--- src/common/tls_pkg.sv ---
// constants, codes and register map of the torque limit selector
// assumes one 200 MHz clock; frequencies in 0.01 Hz, torques in percent
// Operation
// - limit only under the three vector methods
// - code 05 refused for second motor
// - mode codes 00..04 decode to five modes
// - quadrant mode: limits one..four per quadrant
// - switch inputs pick limit one..four
// - analog 0..10 V maps to 0..200 percent
// - option modes only with board fitted
// - gate input off applies maximum torque
// - no gate input assigned: always limiting
// - limits scaled to 200 percent maximum torque
// - limit-active terminal on while limiting
// - no limiting below about three hertz
// - reverse block forbids counter-rotation frequency
// - ramp hold pauses ramp while limiting
package tls_pkg;
   localparam int          ADDR_W        = 5;
   localparam int          DATA_W        = 16;
   localparam int          N_IN          = 8;
   localparam int          N_OUT         = 5;
   localparam int          ADC_W         = 10;
   // register word addresses
   localparam logic [4:0]  A_METHOD      = 5'h00;
   localparam logic [4:0]  A_MODE        = 5'h01;
   localparam logic [4:0]  A_LIMIT1      = 5'h02;
   localparam logic [4:0]  A_CFG         = 5'h06;
   localparam logic [4:0]  A_STATUS      = 5'h07;
   localparam logic [4:0]  A_IN_FUNC     = 5'h08;
   localparam logic [4:0]  A_OUT_FUNC    = 5'h10;
   // field positions
   localparam int          F_METH2       = 4;
   localparam int          F_RAMP_EN     = 0;
   localparam int          F_REV_EN      = 1;
   // reset values
   localparam logic [2:0]  RST_METHOD    = 3'h0;
   localparam logic [2:0]  RST_MODE      = 3'h0;
   localparam logic [7:0]  RST_LIMIT     = 8'hB4;
   localparam logic [7:0]  RST_FUNC      = 8'hFF;
   // method codes
   localparam logic [2:0]  METH_SLV      = 3'h3;
   localparam logic [2:0]  METH_SLV0     = 3'h4;
   localparam logic [2:0]  METH_VS       = 3'h5;
   // terminal function codes (decimal 40, 41, 42, 10)
   localparam logic [7:0]  FN_GATE       = 8'h28;
   localparam logic [7:0]  FN_SW_A       = 8'h29;
   localparam logic [7:0]  FN_SW_B       = 8'h2A;
   localparam logic [7:0]  FN_ACTIVE     = 8'h0A;
   // scaling and thresholds
   localparam logic [7:0]  LIMIT_MAX     = 8'hB4;
   localparam logic [7:0]  TRQ_MAX       = 8'hC8;
   localparam logic [9:0]  ADC_FULL      = 10'h3FF;
   localparam logic [15:0] FREQ_MIN      = 16'h012C;
   typedef enum logic [2:0] {
      TLS_QUAD, TLS_TERM, TLS_ANALOG, TLS_OPT1, TLS_OPT2, TLS_NONE
   } tls_mode_t;
   typedef enum logic [1:0] {
      TLS_FWD_PWR, TLS_REV_REG, TLS_REV_PWR, TLS_FWD_REG
   } tls_quad_t;
endpackage

--- src/common/tls_quad_if.sv ---
// carries frequency and torque samples to the quadrant classifier
// assumes both ends on the block's single clock
interface tls_quad_if;
   logic signed [15:0]  freq;
   logic signed [15:0]  torque;
   tls_pkg::tls_quad_t  quad;
   modport src (output freq, output torque, input quad);
   modport cls (input freq, input torque, output quad);
endinterface

--- src/tls_sync.sv ---
// two-flop synchroniser for pins from outside the clock domain
// assumes inputs are quasi-static compared with the clock
module tls_sync #(
   parameter int W = 1
) (
   input  wire logic         clk,     // control clock
   input  wire logic         reset_n, // sync reset, low
   input  wire logic [W-1:0] d,       // asynchronous input
   output logic      [W-1:0] q        // synchronised output
);
   logic [W-1:0] meta_r;

   always_ff @(posedge clk)
   begin
      if (!reset_n)
      begin
         meta_r <= '0;
         q      <= '0;
      end
      else
      begin
         meta_r <= d;
         q      <= meta_r;
      end
   end
endmodule // tls_sync

--- src/tls_quad.sv ---
// classifies the operating quadrant each clock
// assumes signed frequency and torque from the same clock domain
module tls_quad (
   input  wire logic clk,     // control clock
   input  wire logic reset_n, // sync reset, low
   tls_quad_if.cls   qi       // samples in, quadrant out
);
   wire rev = qi.freq[15];
   wire neg = qi.torque[15];
   tls_pkg::tls_quad_t quad_nxt;

   always_comb
   begin
      case ({rev, neg})
         2'b00:   quad_nxt = tls_pkg::TLS_FWD_PWR;
         2'b10:   quad_nxt = tls_pkg::TLS_REV_REG;
         2'b11:   quad_nxt = tls_pkg::TLS_REV_PWR;
         default: quad_nxt = tls_pkg::TLS_FWD_REG;
      endcase
   end

   always_ff @(posedge clk)
   begin
      if (!reset_n)
         qi.quad <= tls_pkg::TLS_FWD_PWR;
      else
         qi.quad <= quad_nxt;
   end
endmodule // tls_quad

--- src/tls_top.sv ---
// torque limit selector: picks and applies the motor torque limit
// assumes register port on CLK; pins and ADC sample arrive asynchronously
//
// Implementation choices: the plain strobed port and the placing of the registers.
module tls_top (
   input  wire logic               CLK,        // 200 MHz control clock
   input  wire logic               RESET_N,    // sync reset, low
   input  wire logic [4:0]         ADDR,       // register word address
   input  wire logic [15:0]        WDATA,      // write data
   input  wire logic               WR,         // write strobe
   input  wire logic               RD,         // read strobe
   output logic      [15:0]        RDATA,      // read data, cycle after RD
   input  wire logic [7:0]         IN_TERM,    // input terminals, high on
   input  wire logic [9:0]         AUX_ADC,    // aux analog sample
   input  wire logic               MOTOR2,     // second motor selected
   input  wire logic               OPT1_FIT,   // option board one fitted
   input  wire logic               OPT2_FIT,   // option board two fitted
   input  wire logic [7:0]         OPT_LIMIT,  // limit from option board
   input  wire logic signed [15:0] FREQ_IN,    // ramp output, 0.01 Hz
   input  wire logic signed [15:0] TORQUE_IN,  // estimated torque, percent
   input  wire logic               RUN_REV,    // run command reverse
   output logic      [7:0]         TRQ_LIMIT,  // applied limit, percent
   output logic                    RAMP_HOLD,  // hold ramp generator
   output logic                    LIMIT_ACT,  // limiting operating
   output logic signed [15:0]      FREQ_OUT,   // frequency to power stage
   output logic      [4:0]         OUT_TERM    // output terminals
);
   // ---- register file ----
   logic [2:0] meth1_r;
   logic [2:0] meth2_r;
   logic [2:0] mode_sel_r;
   logic [7:0] limit_r    [4];
   logic       ramp_en_r;
   logic       rev_en_r;
   logic [7:0] in_func_r  [tls_pkg::N_IN];
   logic [7:0] out_func_r [tls_pkg::N_OUT];
   logic [2:0] mode_r;

   wire [7:0] wr_lim = (WDATA[7:0] > tls_pkg::LIMIT_MAX) ?
                       tls_pkg::LIMIT_MAX : WDATA[7:0];
   wire [2:0] wr_m1  = WDATA[2:0];
   wire [2:0] wr_m2  = WDATA[tls_pkg::F_METH2 +: 3];
   wire       wr_meth = WR && (ADDR == tls_pkg::A_METHOD);
   wire       m2_ok  = (wr_m2 != tls_pkg::METH_VS);

   always_ff @(posedge CLK)
   begin
      if (!RESET_N)
      begin
         meth1_r    <= tls_pkg::RST_METHOD;
         meth2_r    <= tls_pkg::RST_METHOD;
         mode_sel_r <= tls_pkg::RST_MODE;
         ramp_en_r  <= 1'b0;
         rev_en_r   <= 1'b0;
      end
      else
      begin
         if (wr_meth)
            meth1_r <= wr_m1;
         if (wr_meth && m2_ok)
            meth2_r <= wr_m2;
         if (WR && ADDR == tls_pkg::A_MODE)
            mode_sel_r <= WDATA[2:0];
         if (WR && ADDR == tls_pkg::A_CFG)
         begin
            ramp_en_r <= WDATA[tls_pkg::F_RAMP_EN];
            rev_en_r  <= WDATA[tls_pkg::F_REV_EN];
         end
      end
   end

   genvar gi;
   generate
      for (gi = 0; gi < 4; gi++)
      begin : g_lim
         always_ff @(posedge CLK)
         begin
            if (!RESET_N)
               limit_r[gi] <= tls_pkg::RST_LIMIT;
            else if (WR && ADDR == tls_pkg::A_LIMIT1 + 5'(gi))
               limit_r[gi] <= wr_lim;
         end
      end
      for (gi = 0; gi < tls_pkg::N_IN; gi++)
      begin : g_inf
         always_ff @(posedge CLK)
         begin
            if (!RESET_N)
               in_func_r[gi] <= tls_pkg::RST_FUNC;
            else if (WR && ADDR == tls_pkg::A_IN_FUNC + 5'(gi))
               in_func_r[gi] <= WDATA[7:0];
         end
      end
      for (gi = 0; gi < tls_pkg::N_OUT; gi++)
      begin : g_outf
         always_ff @(posedge CLK)
         begin
            if (!RESET_N)
               out_func_r[gi] <= tls_pkg::RST_FUNC;
            else if (WR && ADDR == tls_pkg::A_OUT_FUNC + 5'(gi))
               out_func_r[gi] <= WDATA[7:0];
         end
      end
   endgenerate

   // ---- pin synchronisers ----
   logic [7:0] term_s;
   logic [9:0] adc_s;
   logic [7:0] opt_lim_s;
   logic [2:0] misc_s;

   tls_sync #(.W(8)) u_sync_term (
      .clk     (CLK),
      .reset_n (RESET_N),
      .d       (IN_TERM),
      .q       (term_s)
   );
   tls_sync #(.W(10)) u_sync_adc (
      .clk     (CLK),
      .reset_n (RESET_N),
      .d       (AUX_ADC),
      .q       (adc_s)
   );
   tls_sync #(.W(8)) u_sync_opt (
      .clk     (CLK),
      .reset_n (RESET_N),
      .d       (OPT_LIMIT),
      .q       (opt_lim_s)
   );
   tls_sync #(.W(3)) u_sync_misc (
      .clk     (CLK),
      .reset_n (RESET_N),
      .d       ({MOTOR2, OPT2_FIT, OPT1_FIT}),
      .q       (misc_s)
   );

   // ---- quadrant classifier ----
   tls_quad_if qbus ();
   assign qbus.freq   = FREQ_IN;
   assign qbus.torque = TORQUE_IN;

   tls_quad u_quad (
      .clk     (CLK),
      .reset_n (RESET_N),
      .qi      (qbus.cls)
   );

   // ---- terminal decoding ----
   // any terminal carrying a function code
   function automatic logic fn_assigned(input logic [7:0] code);
      logic hit;
      hit = 1'b0;
      for (int i = 0; i < tls_pkg::N_IN; i++)
         hit = hit | (in_func_r[i] == code);
      return hit;
   endfunction

   // any terminal carrying the code and on
   function automatic logic fn_on(input logic [7:0] code);
      logic hit;
      hit = 1'b0;
      for (int i = 0; i < tls_pkg::N_IN; i++)
         hit = hit | ((in_func_r[i] == code) & term_s[i]);
      return hit;
   endfunction

   function automatic logic is_vector(input logic [2:0] m,
                                      input logic       allow_vs);
      return (m == tls_pkg::METH_SLV) || (m == tls_pkg::METH_SLV0) ||
             (allow_vs && m == tls_pkg::METH_VS);
   endfunction

   logic gate_assigned;
   logic gate_on;
   logic sw_a;
   logic sw_b;
   wire  motor2 = misc_s[2];

   // the functions read the terminal tables directly: a process
   // follows those tables, a plain assign would only follow the code
   always_comb
   begin
      gate_assigned = fn_assigned(tls_pkg::FN_GATE);
      gate_on       = fn_on(tls_pkg::FN_GATE);
      sw_a          = fn_on(tls_pkg::FN_SW_A);
      sw_b          = fn_on(tls_pkg::FN_SW_B);
   end

   // ---- registered selections ----
   logic       vector_r;
   logic       gate_r;
   logic [1:0] sw_r;

   wire vector_nxt = motor2 ? is_vector(meth2_r, 1'b0)
                            : is_vector(meth1_r, 1'b1);
   wire gate_nxt   = !gate_assigned || gate_on;

   always_ff @(posedge CLK)
   begin
      if (!RESET_N)
      begin
         vector_r <= 1'b0;
         gate_r   <= 1'b0;
         sw_r     <= 2'h0;
         mode_r   <= tls_pkg::RST_MODE;
      end
      else
      begin
         vector_r <= vector_nxt;
         gate_r   <= gate_nxt;
         sw_r     <= {sw_b, sw_a};
         mode_r   <= mode_sel_r;
      end
   end

   // ---- mode decode ----
   tls_pkg::tls_mode_t mode_dec;

   always_comb
   begin
      case (mode_r)
         3'h0:    mode_dec = tls_pkg::TLS_QUAD;
         3'h1:    mode_dec = tls_pkg::TLS_TERM;
         3'h2:    mode_dec = tls_pkg::TLS_ANALOG;
         3'h3:    mode_dec = tls_pkg::TLS_OPT1;
         3'h4:    mode_dec = tls_pkg::TLS_OPT2;
         default: mode_dec = tls_pkg::TLS_NONE;
      endcase
   end

   // analog 0..full scale to 0..200 percent, linear
   wire [17:0] adc_prod  = 18'(adc_s) * 18'(tls_pkg::TRQ_MAX);
   wire [17:0] adc_div   = adc_prod / 18'(tls_pkg::ADC_FULL);
   wire [7:0]  adc_limit = adc_div[7:0];

   wire [7:0] quad_limit = limit_r[qbus.quad];
   wire [7:0] term_limit = limit_r[sw_r];

   logic [7:0] mode_limit;
   logic       mode_valid;

   always_comb
   begin
      mode_limit = tls_pkg::TRQ_MAX;
      mode_valid = 1'b1;
      case (mode_dec)
         tls_pkg::TLS_QUAD:   mode_limit = quad_limit;
         tls_pkg::TLS_TERM:   mode_limit = term_limit;
         tls_pkg::TLS_ANALOG: mode_limit = adc_limit;
         tls_pkg::TLS_OPT1:   mode_valid = misc_s[0];
         tls_pkg::TLS_OPT2:   mode_valid = misc_s[1];
         default:             mode_valid = 1'b0;
      endcase
      if ((mode_dec == tls_pkg::TLS_OPT1 || mode_dec == tls_pkg::TLS_OPT2)
          && mode_valid)
         mode_limit = opt_lim_s;
   end

   // ---- application ----
   wire [15:0] freq_abs  = FREQ_IN[15] ? 16'(-FREQ_IN) : 16'(FREQ_IN);
   wire [15:0] trq_abs   = TORQUE_IN[15] ? 16'(-TORQUE_IN) : 16'(TORQUE_IN);
   wire        freq_ok   = freq_abs >= tls_pkg::FREQ_MIN;
   wire        in_force  = vector_r && gate_r && mode_valid && freq_ok;
   // limit on the 200 percent = max torque scale
   wire [7:0]  lim_nxt   = in_force ? mode_limit : tls_pkg::TRQ_MAX;
   wire        act_nxt   = in_force && (trq_abs >= {8'h00, mode_limit});
   wire        hold_nxt  = ramp_en_r && vector_r && act_nxt;
   wire        wrong_dir = (FREQ_IN != 16'sh0000) && (FREQ_IN[15] != RUN_REV);
   wire        block     = rev_en_r && vector_r && wrong_dir;
   wire [15:0] fout_nxt  = block ? 16'h0000 : 16'(FREQ_IN);

   logic [4:0] term_nxt;
   always_comb
   begin
      for (int j = 0; j < tls_pkg::N_OUT; j++)
         term_nxt[j] = (out_func_r[j] == tls_pkg::FN_ACTIVE) && act_nxt;
   end

   always_ff @(posedge CLK)
   begin
      if (!RESET_N)
      begin
         TRQ_LIMIT <= tls_pkg::TRQ_MAX;
         LIMIT_ACT <= 1'b0;
         RAMP_HOLD <= 1'b0;
         FREQ_OUT  <= 16'sh0000;
         OUT_TERM  <= 5'h00;
      end
      else
      begin
         TRQ_LIMIT <= lim_nxt;
         LIMIT_ACT <= act_nxt;
         RAMP_HOLD <= hold_nxt;
         FREQ_OUT  <= fout_nxt;
         OUT_TERM  <= term_nxt;
      end
   end

   // ---- read port ----
   wire [4:0]  in_idx  = ADDR - tls_pkg::A_IN_FUNC;
   wire [4:0]  out_idx = ADDR - tls_pkg::A_OUT_FUNC;
   wire [4:0]  lim_idx = ADDR - tls_pkg::A_LIMIT1;
   wire [15:0] status  = {3'h0, RAMP_HOLD, vector_r, LIMIT_ACT,
                          qbus.quad, TRQ_LIMIT};
   logic [15:0] rd_nxt;

   always_comb
   begin
      rd_nxt = 16'h0000;
      if (ADDR == tls_pkg::A_METHOD)
         rd_nxt = {9'h000, meth2_r, 1'b0, meth1_r};
      else if (ADDR == tls_pkg::A_MODE)
         rd_nxt = {13'h0000, mode_sel_r};
      else if (ADDR >= tls_pkg::A_LIMIT1 && ADDR < tls_pkg::A_CFG)
         rd_nxt = {8'h00, limit_r[lim_idx[1:0]]};
      else if (ADDR == tls_pkg::A_CFG)
         rd_nxt = {14'h0000, rev_en_r, ramp_en_r};
      else if (ADDR == tls_pkg::A_STATUS)
         rd_nxt = status;
      else if (ADDR >= tls_pkg::A_IN_FUNC && ADDR < tls_pkg::A_OUT_FUNC)
         rd_nxt = {8'h00, in_func_r[in_idx[2:0]]};
      else if (ADDR >= tls_pkg::A_OUT_FUNC &&
               ADDR < tls_pkg::A_OUT_FUNC + 5'(tls_pkg::N_OUT))
         rd_nxt = {8'h00, out_func_r[out_idx[2:0]]};
   end

   always_ff @(posedge CLK)
   begin
      if (!RESET_N)
         RDATA <= 16'h0000;
      else if (RD)
         RDATA <= rd_nxt;
      else
         RDATA <= 16'h0000;
   end
endmodule // tls_top

--- config.mk ---
export PLATFORM = sky130hd
export DESIGN_NAME = tls_top
export DESIGN_NICKNAME = d
export VERILOG_FILES = /design/src/common/tls_pkg.sv /design/src/common/tls_quad_if.sv /design/src/tls_sync.sv /design/src/tls_quad.sv /design/src/tls_top.sv
export SDC_FILE = /design/constraint.sdc
export NUM_CORES = 1
export LEC_CHECK = 0
export BUFFER_PORTS_ARGS = -buffer_cell sky130_fd_sc_hd__buf_4
export CORE_ASPECT_RATIO = 0.8
export CORE_MARGIN = 2
export CORE_UTILIZATION = 45
export DETAILED_ROUTE_END_ITERATION = 10
export GPL_TIMING_DRIVEN = 0
export HOLD_SLACK_MARGIN = 0.05
export PLACE_DENSITY_LB_ADDON = 0.08
export SLEW_MARGIN = 20
export SYNTH_ARGS = -nofsm -noshare
export SYNTH_HDL_FRONTEND = slang
export SYNTH_HIERARCHICAL = 1
export SYNTH_SLANG_ARGS = --single-unit
--- constraint.sdc ---
create_clock -name CLK -period 14.03 [get_ports CLK]
set_input_delay 2.806 -clock CLK [delete_from_list [all_inputs] [get_ports CLK]]
set_output_delay 2.806 -clock CLK [all_outputs]
set_load 0.05 [all_outputs]
=== Yosys cells after proc, flatten, opt, wreduce, memory -nomap -nowiden ===
Memory sizes are Yosys's and may differ from the RTL's. A register that Yosys moved wholly into a read port is not among the register bits.
Cells that the tools add are included.

* Register bits: 123
* Latch bits: 0
* Bits in writable memories: 136
* Memory bits (read-only): 0
* Bits of input ports: 87
* Output and inout bits: 47
* Logic and storage cells: 326
* Memories kept: 3

* Add/subtract/negate cells: 5
* Multiply operators: 1
* Div/mod/pow operators: 1
* Magnitude comparators: 9
* Eq/ne operators: 66
* Shift-type cells: 0
* Mux-type cells: 87
* Bitwise operators: 71
* Reductions and logical operators: 57

{| class="wikitable"
|+ Memories
! memory !! depth !! width !! read ports !! clocked after memory_dff !! wr ports !! line !! text
|-
| in_func_r || 8 || 8 || 9 || 0 || 8 || tls_top.sv:35 || <nowiki>logic [7:0] in_func_r [tls_pkg::N_IN];</nowiki>
|-
| out_func_r || 5 || 8 || 6 || 0 || 5 || tls_top.sv:36 || <nowiki>logic [7:0] out_func_r [tls_pkg::N_OUT];</nowiki>
|-
| limit_r || 4 || 8 || 3 || 2 || 4 || tls_top.sv:32 || <nowiki>logic [7:0] limit_r [4];</nowiki>
|}

{| class="wikitable"
|+ Operators by type and width
! operator !! count
|-
| 8-bit by 6-bit equality test with 1-bit output, second input constant || 24
|-
| 8-bit two-way mux || 23
|-
| 1-bit two-way mux || 53
|-
| 1-bit bitwise OR || 45
|-
| 5-bit by 4-bit equality test with 1-bit output, second input constant || 8
|-
| 8-bit by 4-bit equality test with 1-bit output, second input constant || 5
|-
| 1-bit logical AND || 39
|-
| 16-bit two-way mux || 2
|-
| 16-bit negation || 2
|-
| 5-bit equality test, second input constant || 5
|-
| 1-bit bitwise AND || 24
|-
| 8-bit case mux with 3 select lines || 1
|-
| 5-bit by 3-bit equality test with 1-bit output, second input constant || 4
|-
| 18-bit by 10-bit divider with 18-bit output, second input constant || 1
|-
| 3-bit by 2-bit equality test with 1-bit output, second input constant || 6
|-
| 16-bit by 8-bit >= comparator with 1-bit output || 1
|-
| 16-bit by 9-bit >= comparator with 1-bit output, second input constant || 1
|-
| 16-bit nonzero test || 1
|-
| 3-bit equality test, second input constant || 5
|-
| 10-bit by 5-bit multiplier with 15-bit output, second input constant || 1
|-
| 3-bit case mux with 5 select lines || 1
|-
| 7-bit two-way mux || 2
|-
| 13-bit two-way mux || 1
|-
| 5-bit by 2-bit equality test with 1-bit output, second input constant || 2
|-
| 28 further kinds || 40
|}

=== Depth between registers and ports, before layout ===
Gate-level depths: netlist of the first run.
An unclocked memory read counts as a cell.

* Depth in word-level cells: 11
* Depth in mapped cells: 52

=== Hierarchy ===
The synthesis of the first run kept the hierarchy.

{| class="wikitable"
|+ By module, submodules not included
! module !! times used !! cells each !! area an instance (sq um)
|-
| tls_top || 1 || 1396 || 13693.1
|-
| tls_sync (u_sync_opt ...) || 2 || 33 || 446.7
|-
| tls_sync (u_sync_adc) || 1 || 42 || 561.8
|-
| tls_sync (u_sync_misc) || 1 || 12 || 157.7
|-
| tls_quad || 1 || 7 || 85.1
|}

=== Worst setup path before layout of the first run ===
OpenSTA, ideal clock, no wires.

* Kind: register to register
* Start point: reg u_sync_adc.q[2]
* End point: reg RAMP_HOLD
* Setup time: 0.115 ns
* Data arrival time: 9.767 ns
* Data required time: 13.915 ns
* Slack: 4.148 ns
* Cell stages (with the launch flop): 50
* Clock period less this slack: 9.882 ns
* Path through: dfxtp_1 > clkbuf_1 > inv_1 > ha_1 > ha_1 > ha_1 > inv_1 > fa_1 > buf_2 > nand2b_4 > a2111oi_1 > a31oi_1 > a31o_1 > nor3_1 > nand2_1 > a31oi_1 > nand2_1 > buf_2 > [14 not listed] > ha_1 > inv_1 > a211o_1 > a21oi_1 > a21o_1 > a21boi_1 > ha_1 > nand2b_1 > a21o_1 > a21oi_1 > nor2b_1 > o21ai_0 > nand2b_1 > a21oi_1 > o21ai_0 > o21ai_0 > inv_1 > and3_1

* Longest elaborated chain between the ends: 7

{| class="wikitable"
|+ Ends and longest elaborated chain
! element !! line !! text
|-
| start: declaration || tls_sync.sv:9 || <nowiki>output logic [W-1:0] q</nowiki>
|-
| start signal: assignment || tls_sync.sv:23 || <nowiki>q <= meta_r;</nowiki>
|-
| 10-bit by 5-bit multiplier with 15-bit output || tls_top.sv:232 || <nowiki>wire [17:0] adc_prod = 18'(adc_s) * 18'(tls_pkg::TRQ_MAX);</nowiki>
|-
| 18-bit by 10-bit divider with 18-bit output || tls_top.sv:233 || <nowiki>wire [17:0] adc_div = adc_prod / 18'(tls_pkg::ADC_FULL);</nowiki>
|-
| 8-bit case mux with 3 select lines || tls_top.sv:246 || <nowiki>case (mode_dec)</nowiki>
|-
| 8-bit two-way mux || tls_top.sv:254 || <nowiki>if ((mode_dec == tls_pkg::TLS_OPT1 || mode_dec == tls_pkg::TLS_OPT2)</nowiki>
|-
| named net mode_limit[0] || tls_top.sv:239 || <nowiki>logic [7:0] mode_limit;</nowiki>
|-
| 16-bit by 8-bit >= comparator with 1-bit output || tls_top.sv:266 || <nowiki>wire act_nxt = in_force && (trq_abs >= {8'h00, mode_limit});</nowiki>
|-
| 1-bit logical AND || tls_top.sv:266 ||
|-
| 1-bit logical AND || tls_top.sv:267 || <nowiki>wire hold_nxt = ramp_en_r && vector_r && act_nxt;</nowiki>
|-
| end signal: assignment || tls_top.sv:293 || <nowiki>RAMP_HOLD <= hold_nxt;</nowiki>
|-
| end: declaration || tls_top.sv:23 || <nowiki>output logic RAMP_HOLD,</nowiki>
|}

The timed path passes the listed nets, and every way through them passes these cells.
A chain may end at the register's enable or synchronous reset.

=== Worst setup path after layout of the first run ===
Same ends and word-level chain as after synthesis.

==> metrics.txt, run 1 <==
# TYPE chip_impl_metric gauge
chip_impl_metric{name="ys_seq_area_share",unit="%"} 42.4
chip_impl_metric{name="place_congestion",unit=""} 0.917
chip_impl_metric{name="number_of_antenna_violations_at_the_first_check_in_global_routing",unit=""} 1
chip_impl_metric{name="worst_pin_slew",unit="ns"} 1.08
chip_impl_metric{name="cts_max_level",unit=""} 1
chip_impl_metric{name="layout.core_utilization",unit="%"} 52.8
chip_impl_info{name="hold_path_class",value="reg2reg"} 1
chip_impl_metric{name="dr_drc_count",unit=""} 0
chip_impl_metric{name="top_level_ports",unit=""} 134
chip_impl_metric{name="avgRoutedWirePerCell",unit="um"} 21.5
chip_impl_metric{name="wirelength",unit="um"} 45800
chip_impl_metric{name="final-setup-viol-count",unit=""} 0
chip_impl_info{name="cts_tree",value="built"} 1
chip_impl_metric{name="yosys_warnings",unit=""} 6
chip_impl_metric{name="post_cts_hold_buffer_count",unit=""} 0
chip_impl_info{name="critical_path_class",value="reg2reg"} 1
chip_impl_metric{name="detail_route.iter0.violations",unit=""} 1370
chip_impl_metric{name="worst_path_required",unit="ns"} 14.47
chip_impl_info{name="setup_repair_after_global_routing_missed_its_margin",value="false"} 1
chip_impl_metric{name="track_usage",unit="%"} 25.5
chip_impl_metric{name="route.detailed.vias_per_inst",unit=""} 6.02
chip_impl_metric{name="fmaxAchievable",unit="GHz"} 0.0846
chip_impl_metric{name="timing.critical_path.fanout_max",unit=""} 10
chip_impl_metric{name="detail-route-antenna-nets",unit=""} 0
chip_impl_metric{name="synth.cell_area",unit="um2"} 15400
chip_impl_info{name="timing.critical_path.from",value="u_sync_adc/q[2]"} 1
chip_impl_info{name="synth_flop_cell",value="edfxtp_1"} 1
chip_impl_metric{name="max_slew_margin",unit="%"} 27.3
chip_impl_metric{name="synth.lib_cells_used.distinct",unit=""} 106
chip_impl_metric{name="synth_seq_cells",unit=""} 258
chip_impl_metric{name="worst_skew_pair.late_latency",unit="ns"} 0.55
chip_impl_info{name="layout.cells.most_common_list",value="149 x nand2_1, 136 x edfxtp_1, 122 x dfxtp_1"} 1
chip_impl_metric{name="initial_core_utilization",unit="%"} 45.8
chip_impl_metric{name="grt.overflow.total",unit=""} 0
chip_impl_metric{name="fp.dieW",unit="um"} 211
chip_impl_metric{name="postCtsSetupRepairBufs",unit=""} 0
chip_impl_metric{name="cts.repair.resized",unit=""} 0
chip_impl_metric{name="design.die.area",unit="um2"} 35700
chip_impl_info{name="cp_slowest_cell",value="nor4_2"} 1
chip_impl_metric{name="worst_slack",unit="ns"} 2.22
chip_impl_metric{name="place_ws",unit="ns"} 2.30
chip_impl_metric{name="setup-tns-final",unit="ns"} 0
chip_impl_metric{name="syn_to_final_growth",unit="%"} 15.5
chip_impl_info{name="timing.critical_path.from_type",value="flop"} 1
chip_impl_metric{name="min_cycle_time_layout",unit="ns"} 11.81
chip_impl_metric{name="synth_edf_count",unit=""} 136
chip_impl_metric{name="cts_num_sinks",unit=""} 258
chip_impl_metric{name="hold_viol_final",unit=""} 0
chip_impl_metric{name="power_leakage",unit="nW"} 6.64
chip_impl_metric{name="synthesis.instances",unit=""} 1523
chip_impl_metric{name="rows",unit=""} 60
chip_impl_metric{name="fin_crit_sh",unit="%"} 84.2
chip_impl_info{name="outcome",value="completed"} 1
chip_impl_metric{name="dp_hpwl",unit="um"} 34900
chip_impl_info{name="cp-end-kind",value="flop"} 1
chip_impl_metric{name="cts_made_buffers",unit=""} 27
chip_impl_metric{name="drive_gt1_share",unit="%"} 19.6
chip_impl_metric{name="maxSlewViolCount",unit=""} 0
chip_impl_info{name="r2r_start",value="u_sync_adc/q[2]"} 1
chip_impl_metric{name="drt_pass1_iterations",unit=""} 7
chip_impl_metric{name="slowest_stage_delay_cp",unit="ns"} 0.61
chip_impl_metric{name="route.vias.total",unit=""} 12800
chip_impl_metric{name="timing.clock.skew",unit="ns"} 0.0135
chip_impl_metric{name="dieHeight",unit="um"} 169
chip_impl_metric{name="max_cap_violations",unit=""} 0
chip_impl_metric{name="nNetsFinal",unit=""} 1815
chip_impl_metric{name="avgSynthCellArea",unit="um2"} 10.1
chip_impl_metric{name="grt_pass1_wl",unit="um"} 70400
chip_impl_metric{name="post-place-cells",unit=""} 2076
chip_impl_metric{name="diodes",unit=""} 0
chip_impl_metric{name="first_global_vias",unit=""} 12000
chip_impl_metric{name="async_reset_ff_share",unit="%"} 0
chip_impl_metric{name="grt_start_max_net_pins",unit=""} 29
chip_impl_metric{name="layout.filler_cells",unit=""} 3055
chip_impl_info{name="critical-path-top-cell-by-count",value="ha_1"} 1
chip_impl_metric{name="ir_drop",unit="mV"} 0.0848
chip_impl_metric{name="clock_transition_at_path_regs",unit="ns"} 0.06
chip_impl_info{name="root_buffer_cell",value="clkbuf_16"} 1
chip_impl_info{name="cp-endpoint",value="RAMP_HOLD"} 1
chip_impl_metric{name="worst_ep_arrival_time",unit="ns"} 12.26
chip_impl_metric{name="clockBufferDepth",unit=""} 3
chip_impl_metric{name="coreArea",unit="um2"} 33600
chip_impl_metric{name="placement.io_buffers",unit=""} 117
chip_impl_info{name="layout.cells.most_common",value="nand2_1"} 1
chip_impl_info{name="r2r-end",value="RAMP_HOLD"} 1
chip_impl_metric{name="cellPowerDensity",unit="nW/um2"} 110
chip_impl_metric{name="r2r_setup_slk",unit="ns"} 2.22
chip_impl_metric{name="finish.cell_count_without_fillers",unit=""} 2126
chip_impl_metric{name="r2r.worst_path.cells",unit=""} 50
## cell usage after synthesis (all sizes together), types with 6 or more instances
library cell | count | area, um2
nand2 | 151 | 577
edfxtp | 136 | 4080
dfxtp | 122 | 2440
nor2 | 111 | 417
and2 | 91 | 613
or3 | 83 | 524
clkbuf | 63 | 236
a21oi | 58 | 294
ha | 52 | 651
o21ai | 50 | 250
mux4 | 48 | 1080
inv | 44 | 165
mux2i | 36 | 360
nand3 | 35 | 175
nor3 | 35 | 175
nand2b | 26 | 170
or2 | 25 | 159
buf | 24 | 168
and3 | 22 | 148
xnor2 | 21 | 184
a31oi | 20 | 131
nor3b | 19 | 143
nor4 | 19 | 155
nor4b | 15 | 131
a21o | 14 | 105
nor2b | 14 | 92.6
a211oi | 12 | 138
o22ai | 11 | 75.1
a22oi | 10 | 75.1
nand4 | 10 | 62.6
or4 | 10 | 75.1
o211ai | 9 | 67.6
a221oi | 7 | 73.8
mux2 | 7 | 82.6
o31a | 7 | 61.3
o31ai | 7 | 62.6
nand4bb | 6 | 67.6
o21a | 6 | 45.0
o221ai | 6 | 58.8
## state kept, by name, indices dropped and copies added (netlist names), 2 cells and up, named ones only
| signal | cells |
|---|---|
| out_func_r | 40 |
| u_sync_term/q | 8 |
| u_sync_opt/q | 8 |
| u_quad/qi.quad | 2 |
| mode_sel_r | 3 |
| in_func_r | 64 |
| meth1_r | 3 |
| u_sync_term/meta_r | 8 |
| u_sync_misc/meta_r | 3 |
| u_sync_adc/q | 10 |
| u_sync_misc/q | 3 |
| mode_r | 3 |
| TRQ_LIMIT | 8 |
| RDATA | 13 |
| FREQ_OUT | 16 |
| u_sync_adc/meta_r | 10 |
| OUT_TERM | 5 |
| meth2_r | 3 |
| limit_r | 32 |
| u_sync_opt/meta_r | 8 |
## how the worst min path moves through the flow
stage / startpoint / to / depth (start not counted)
finish: u_sync_adc/meta_r[8] / u_sync_adc/q[8] / 1
global route: u_sync_adc/meta_r[8] / u_sync_adc/q[8] / 1
CTS: u_sync_adc/meta_r[8] / u_sync_adc/q[8] / 1
detailed placement: u_sync_misc/meta_r[1] / u_sync_misc/q[1] / 1
global placement: u_sync_adc/meta_r[2] / u_sync_adc/q[2] / 1
floorplan: u_sync_adc/meta_r[8] / u_sync_adc/q[8] / 1
## through the flow
| step | hold slack, ns | power [W] | cell area (um2) |
|---|---|---|---|
| 2_1_floorplan | 0.406 | 0.00109 | 15400 |
| 3_3_place_gp | 0.414 | 0.00119 | 16800 |
| 3_5_place_dp | 0.411 | 0.00120 | 16800 |
| 4_1_cts | 0.417 | 0.00195 | 17800 |
| 5_1_grt | 0.446 | 0.00203 | 17800 |
| 6_report | 0.415 | 0.00195 | 17800 |
## layout make-up
type / count / area (um2) / area share [%]
inverter: 46 / 173 / 0.972
clock buffer: 38 / 821 / 4.62
timing repair buffer: 117 / 878 / 4.94
multi-input combinational: 1134 / 8300 / 46.7
tap: 434 / 543 / 3.06
clock inverter: 12 / 124 / 0.697
sequential: 258 / 6530 / 36.7
buffer: 87 / 404 / 2.27
## logic make-up after synthesis
group	synth area share, %
flip-flops	42.4
adder cells (fa/ha/maj)	4.88
AND/OR/NAND/NOR	24.5
buffers and inverters	3.75
XOR/XNOR	1.47
AO/OA/AOI/OAI	13.1
multiplexers	9.90
other	0.0244
## report_power, final
group          switching [W]  total, W  internal, W  leakage [nW]
logic               0.000208  0.000338     0.000130          3.81
registers          0.0000240  0.000853     0.000829          2.36
clock network       0.000311  0.000758     0.000447         0.468
total               0.000543   0.00195      0.00141          6.64
## critical path: cells and delay by family (launching register included)
family	cells	cell delay (ns)
AO/OA/AOI/OAI	21	4.00
flip-flops	1	0.39
AND/OR/NAND/NOR	12	3.16
buffers and inverters	8	1.44
XOR/XNOR	2	0.49
adder cells (fa/ha/maj)	7	2.23
## routing by layer
layer	vias up	wire length (um)	GRT usage (%)
met5	-	0	0
met4	0	808	4.10
met3	71	4320	6.16
met2	577	18600	36.5
met1	6157	22100	39.3
li1	5987	-	-
Power figures use the tool's default switching activity.
==> run 2: changes to the inputs <==
==> constraint.sdc (replaced) <==
create_clock -name CLK -period 11.52 [get_ports CLK]
set_input_delay 2.304 -clock CLK [delete_from_list [all_inputs] [get_ports CLK]]
set_output_delay 2.304 -clock CLK [all_outputs]
set_load 0.05 [all_outputs]
==> metrics.txt, run 2 (synthesis results as in run 1) <==
# TYPE chip_impl_metric gauge
chip_impl_metric{name="placement.io_buffers",unit=""} 117
chip_impl_metric{name="drt_pass1_iterations",unit=""} 6
chip_impl_metric{name="seq_power_share",unit="%"} 43.5
chip_impl_metric{name="power_frac_clock",unit="%"} 38.6
chip_impl_metric{name="register_area",unit="um2"} 6530
chip_impl_metric{name="setup-tns-final",unit="ns"} 0
chip_impl_info{name="cts_tree",value="built"} 1
chip_impl_info{name="cp_slowest_cell",value="fa_1"} 1
chip_impl_metric{name="netSwitchingFraction",unit="%"} 28.0
chip_impl_metric{name="worst_hold_slack",unit="ns"} 0.416
chip_impl_metric{name="track_usage",unit="%"} 25.5
chip_impl_metric{name="power.switching",unit="W"} 0.000669
chip_impl_metric{name="initial_core_utilization",unit="%"} 45.8
chip_impl_info{name="critical_path_class",value="reg2reg"} 1
chip_impl_metric{name="layout.filler_cells",unit=""} 3018
chip_impl_metric{name="hold-path-cell-count",unit=""} 1
chip_impl_info{name="critical-path-top-cell-by-count",value="ha_1"} 1
chip_impl_metric{name="report.power.total",unit="W"} 0.00239
chip_impl_metric{name="grt_pass1_wl",unit="um"} 70500
chip_impl_metric{name="drive_gt1_share",unit="%"} 21.8
chip_impl_metric{name="hold_viol_final",unit=""} 0
chip_impl_metric{name="fin_crit_sh",unit="%"} 94.2
chip_impl_info{name="outcome",value="completed"} 1
chip_impl_info{name="layout.cells.most_common_list",value="149 x nand2_1, 136 x edfxtp_1, 132 x buf_4"} 1
chip_impl_metric{name="cellPowerDensity",unit="nW/um2"} 132
chip_impl_metric{name="cts_num_sinks",unit=""} 258
chip_impl_metric{name="clockBufferDepth",unit=""} 3
chip_impl_metric{name="detail-route-antenna-nets",unit=""} 0
chip_impl_metric{name="grt_start_max_net_pins",unit=""} 29
chip_impl_metric{name="nNetsFinal",unit=""} 1824
chip_impl_metric{name="wirelength",unit="um"} 46000
chip_impl_metric{name="worst_pin_slew",unit="ns"} 1.10
chip_impl_metric{name="route.detailed.vias_per_inst",unit=""} 6.01
chip_impl_info{name="registers.top_by_ff_count",value="in_func_r"} 1
chip_impl_metric{name="number_of_antenna_violations_at_the_first_check_in_global_routing",unit=""} 1
chip_impl_info{name="timing.critical_path.from_type",value="flop"} 1
chip_impl_metric{name="top_level_ports",unit=""} 134
chip_impl_info{name="biggestRegsByFlops",value="in_func_r: 64 flops, out_func_r: 40 flops, limit_r: 32 flops"} 1
chip_impl_info{name="cp-end-kind",value="flop"} 1
chip_impl_metric{name="power_frac_comb",unit="%"} 17.9
chip_impl_metric{name="first_global_vias",unit=""} 12000
chip_impl_metric{name="place_congestion",unit=""} 0.917
chip_impl_metric{name="worst_slack",unit="ns"} 0.662
chip_impl_info{name="layout.cells.most_common",value="nand2_1"} 1
chip_impl_metric{name="clock_transition_at_path_regs",unit="ns"} 0.06
chip_impl_info{name="root_buffer_cell",value="clkbuf_16"} 1
chip_impl_metric{name="dr_drc_count",unit=""} 0
chip_impl_metric{name="post-place-cells",unit=""} 2076
chip_impl_metric{name="ir_drop",unit="mV"} 0.103
chip_impl_metric{name="avgRoutedWirePerCell",unit="um"} 21.5
chip_impl_metric{name="min_cycle_time_layout",unit="ns"} 10.86
chip_impl_metric{name="fmaxAchievable",unit="GHz"} 0.0921
chip_impl_metric{name="rows",unit=""} 60
chip_impl_metric{name="maxSlewViolCount",unit=""} 0
chip_impl_metric{name="diodes",unit=""} 0
chip_impl_metric{name="fp.dieW",unit="um"} 211
chip_impl_metric{name="worst_skew_pair.late_latency",unit="ns"} 0.55
chip_impl_metric{name="max_slew_margin",unit="%"} 26.0
chip_impl_metric{name="finish.cell_count_without_fillers",unit=""} 2135
chip_impl_metric{name="grt.overflow.total",unit=""} 0
chip_impl_metric{name="final-setup-viol-count",unit=""} 0
chip_impl_metric{name="cts_max_level",unit=""} 1
chip_impl_metric{name="worst_ep_arrival_time",unit="ns"} 11.30
chip_impl_metric{name="slowest_stage_delay_cp",unit="ns"} 0.41
chip_impl_metric{name="largest_register_ffs",unit=""} 64
chip_impl_info{name="hold_path_class",value="reg2reg"} 1
chip_impl_metric{name="coreArea",unit="um2"} 33600
chip_impl_metric{name="dieHeight",unit="um"} 169
chip_impl_metric{name="route.vias.total",unit=""} 12800
chip_impl_metric{name="r2r.worst_path.cells",unit=""} 49
chip_impl_metric{name="timing.critical_path.fanout_max",unit=""} 9
chip_impl_metric{name="max_cap_violations",unit=""} 0
chip_impl_metric{name="p_int",unit="W"} 0.00172
chip_impl_metric{name="power_leakage",unit="nW"} 6.76
chip_impl_metric{name="multi_input_comb_area",unit="um2"} 8530
chip_impl_metric{name="timing.clock.skew",unit="ns"} 0.0141
chip_impl_metric{name="place_ws",unit="ns"} -0.213
chip_impl_metric{name="syn_to_final_growth",unit="%"} 17.5
chip_impl_metric{name="design.die.area",unit="um2"} 35700
chip_impl_metric{name="dp_hpwl",unit="um"} 34900
chip_impl_metric{name="detail_route.iter0.violations",unit=""} 1359
chip_impl_metric{name="cts_made_buffers",unit=""} 27
chip_impl_metric{name="worst_path_required",unit="ns"} 11.96
run 2: cell types whose count changed in the layout (fill, tap and decap cells not counted), sizes merged:
cell | before | now
clkbuf | 101 | 98
buf | 141 | 153
run 2: routing by layer:
layer | vias to the layer above | global-route usage, % | part of all wire [%]
met4 | 2 | 4.10 | 1.8
met3 | 78 | 6.16 | 9.9
met5 | - | 0 | 0.020
li1 | 6000 | - | -
met1 | 6153 | 39.3 | 48
met2 | 599 | 36.5 | 41
run 2: final cells by class:
cell class / count / share of cell area [%]
Multi-Input combinational cell: 1134 / 47.2
Sequential cell: 258 / 36.1
Timing Repair Buffer: 128 / 5.31
Clock buffer: 38 / 4.54
Tap cell: 434 / 3.00
Buffer: 85 / 2.25
Inverter: 46 / 0.954
Clock inverter: 12 / 0.685
run 2: power groups by stage:
stage,Sequential (W),Clock (W),Combinational (W)
CTS,0.00104,0.000936,0.000406
detailed placement,0.00106,0,0.000402
global route,0.00104,0.000973,0.000467
global placement,0.00106,0,0.000397
finish,0.00104,0.000923,0.000428
floorplan,0.00106,0,0.000265
run 2: worst paths after layout:
| path | start | endpoint | slack [ns] |
|---|---|---|---|
| worst max-delay path | u_sync_adc/q[2] | RAMP_HOLD | 0.66 |
| worst max register to register | u_sync_adc/q[2] | RAMP_HOLD | 0.66 |
| worst min-delay path | u_sync_adc/meta_r[8] | u_sync_adc/q[8] | 0.42 |
| worst min register to register | u_sync_adc/meta_r[8] | u_sync_adc/q[8] | 0.42 |
run 2: through the flow:
stage                     instance area [um2]  utilization (%)
after floorplan                         15400                -
after global placement                  16800             50.0
after detailed placement                16800             50.0
after CTS                               17800             52.9
after global routing                    18100             53.8
final                                   18100             53.8
run 2: critical path, delay by kind of cell, from the launching register on:
| family | cells | cell delay, ns |
|---|---|---|
| xor+xnor | 1 | 0.24 |
| buf+inv | 8 | 1.11 |
| flops | 1 | 0.39 |
| fa+ha+maj | 7 | 2.19 |
| simple gates | 12 | 2.60 |
| compound gates | 21 | 4.17 |
run 2: what timing repair did:
| action | CTS | global route |
|---|---|---|
| buffers inserted | 0 | 11 |
| endpoints found under the hold margin | 0 | 0 |
| hold buffers | 0 | 0 |
| resized for setup | 2 | 46 |
| pin swaps | 0 | 6 |
| endpoints found under the setup margin | 7 | 7 |
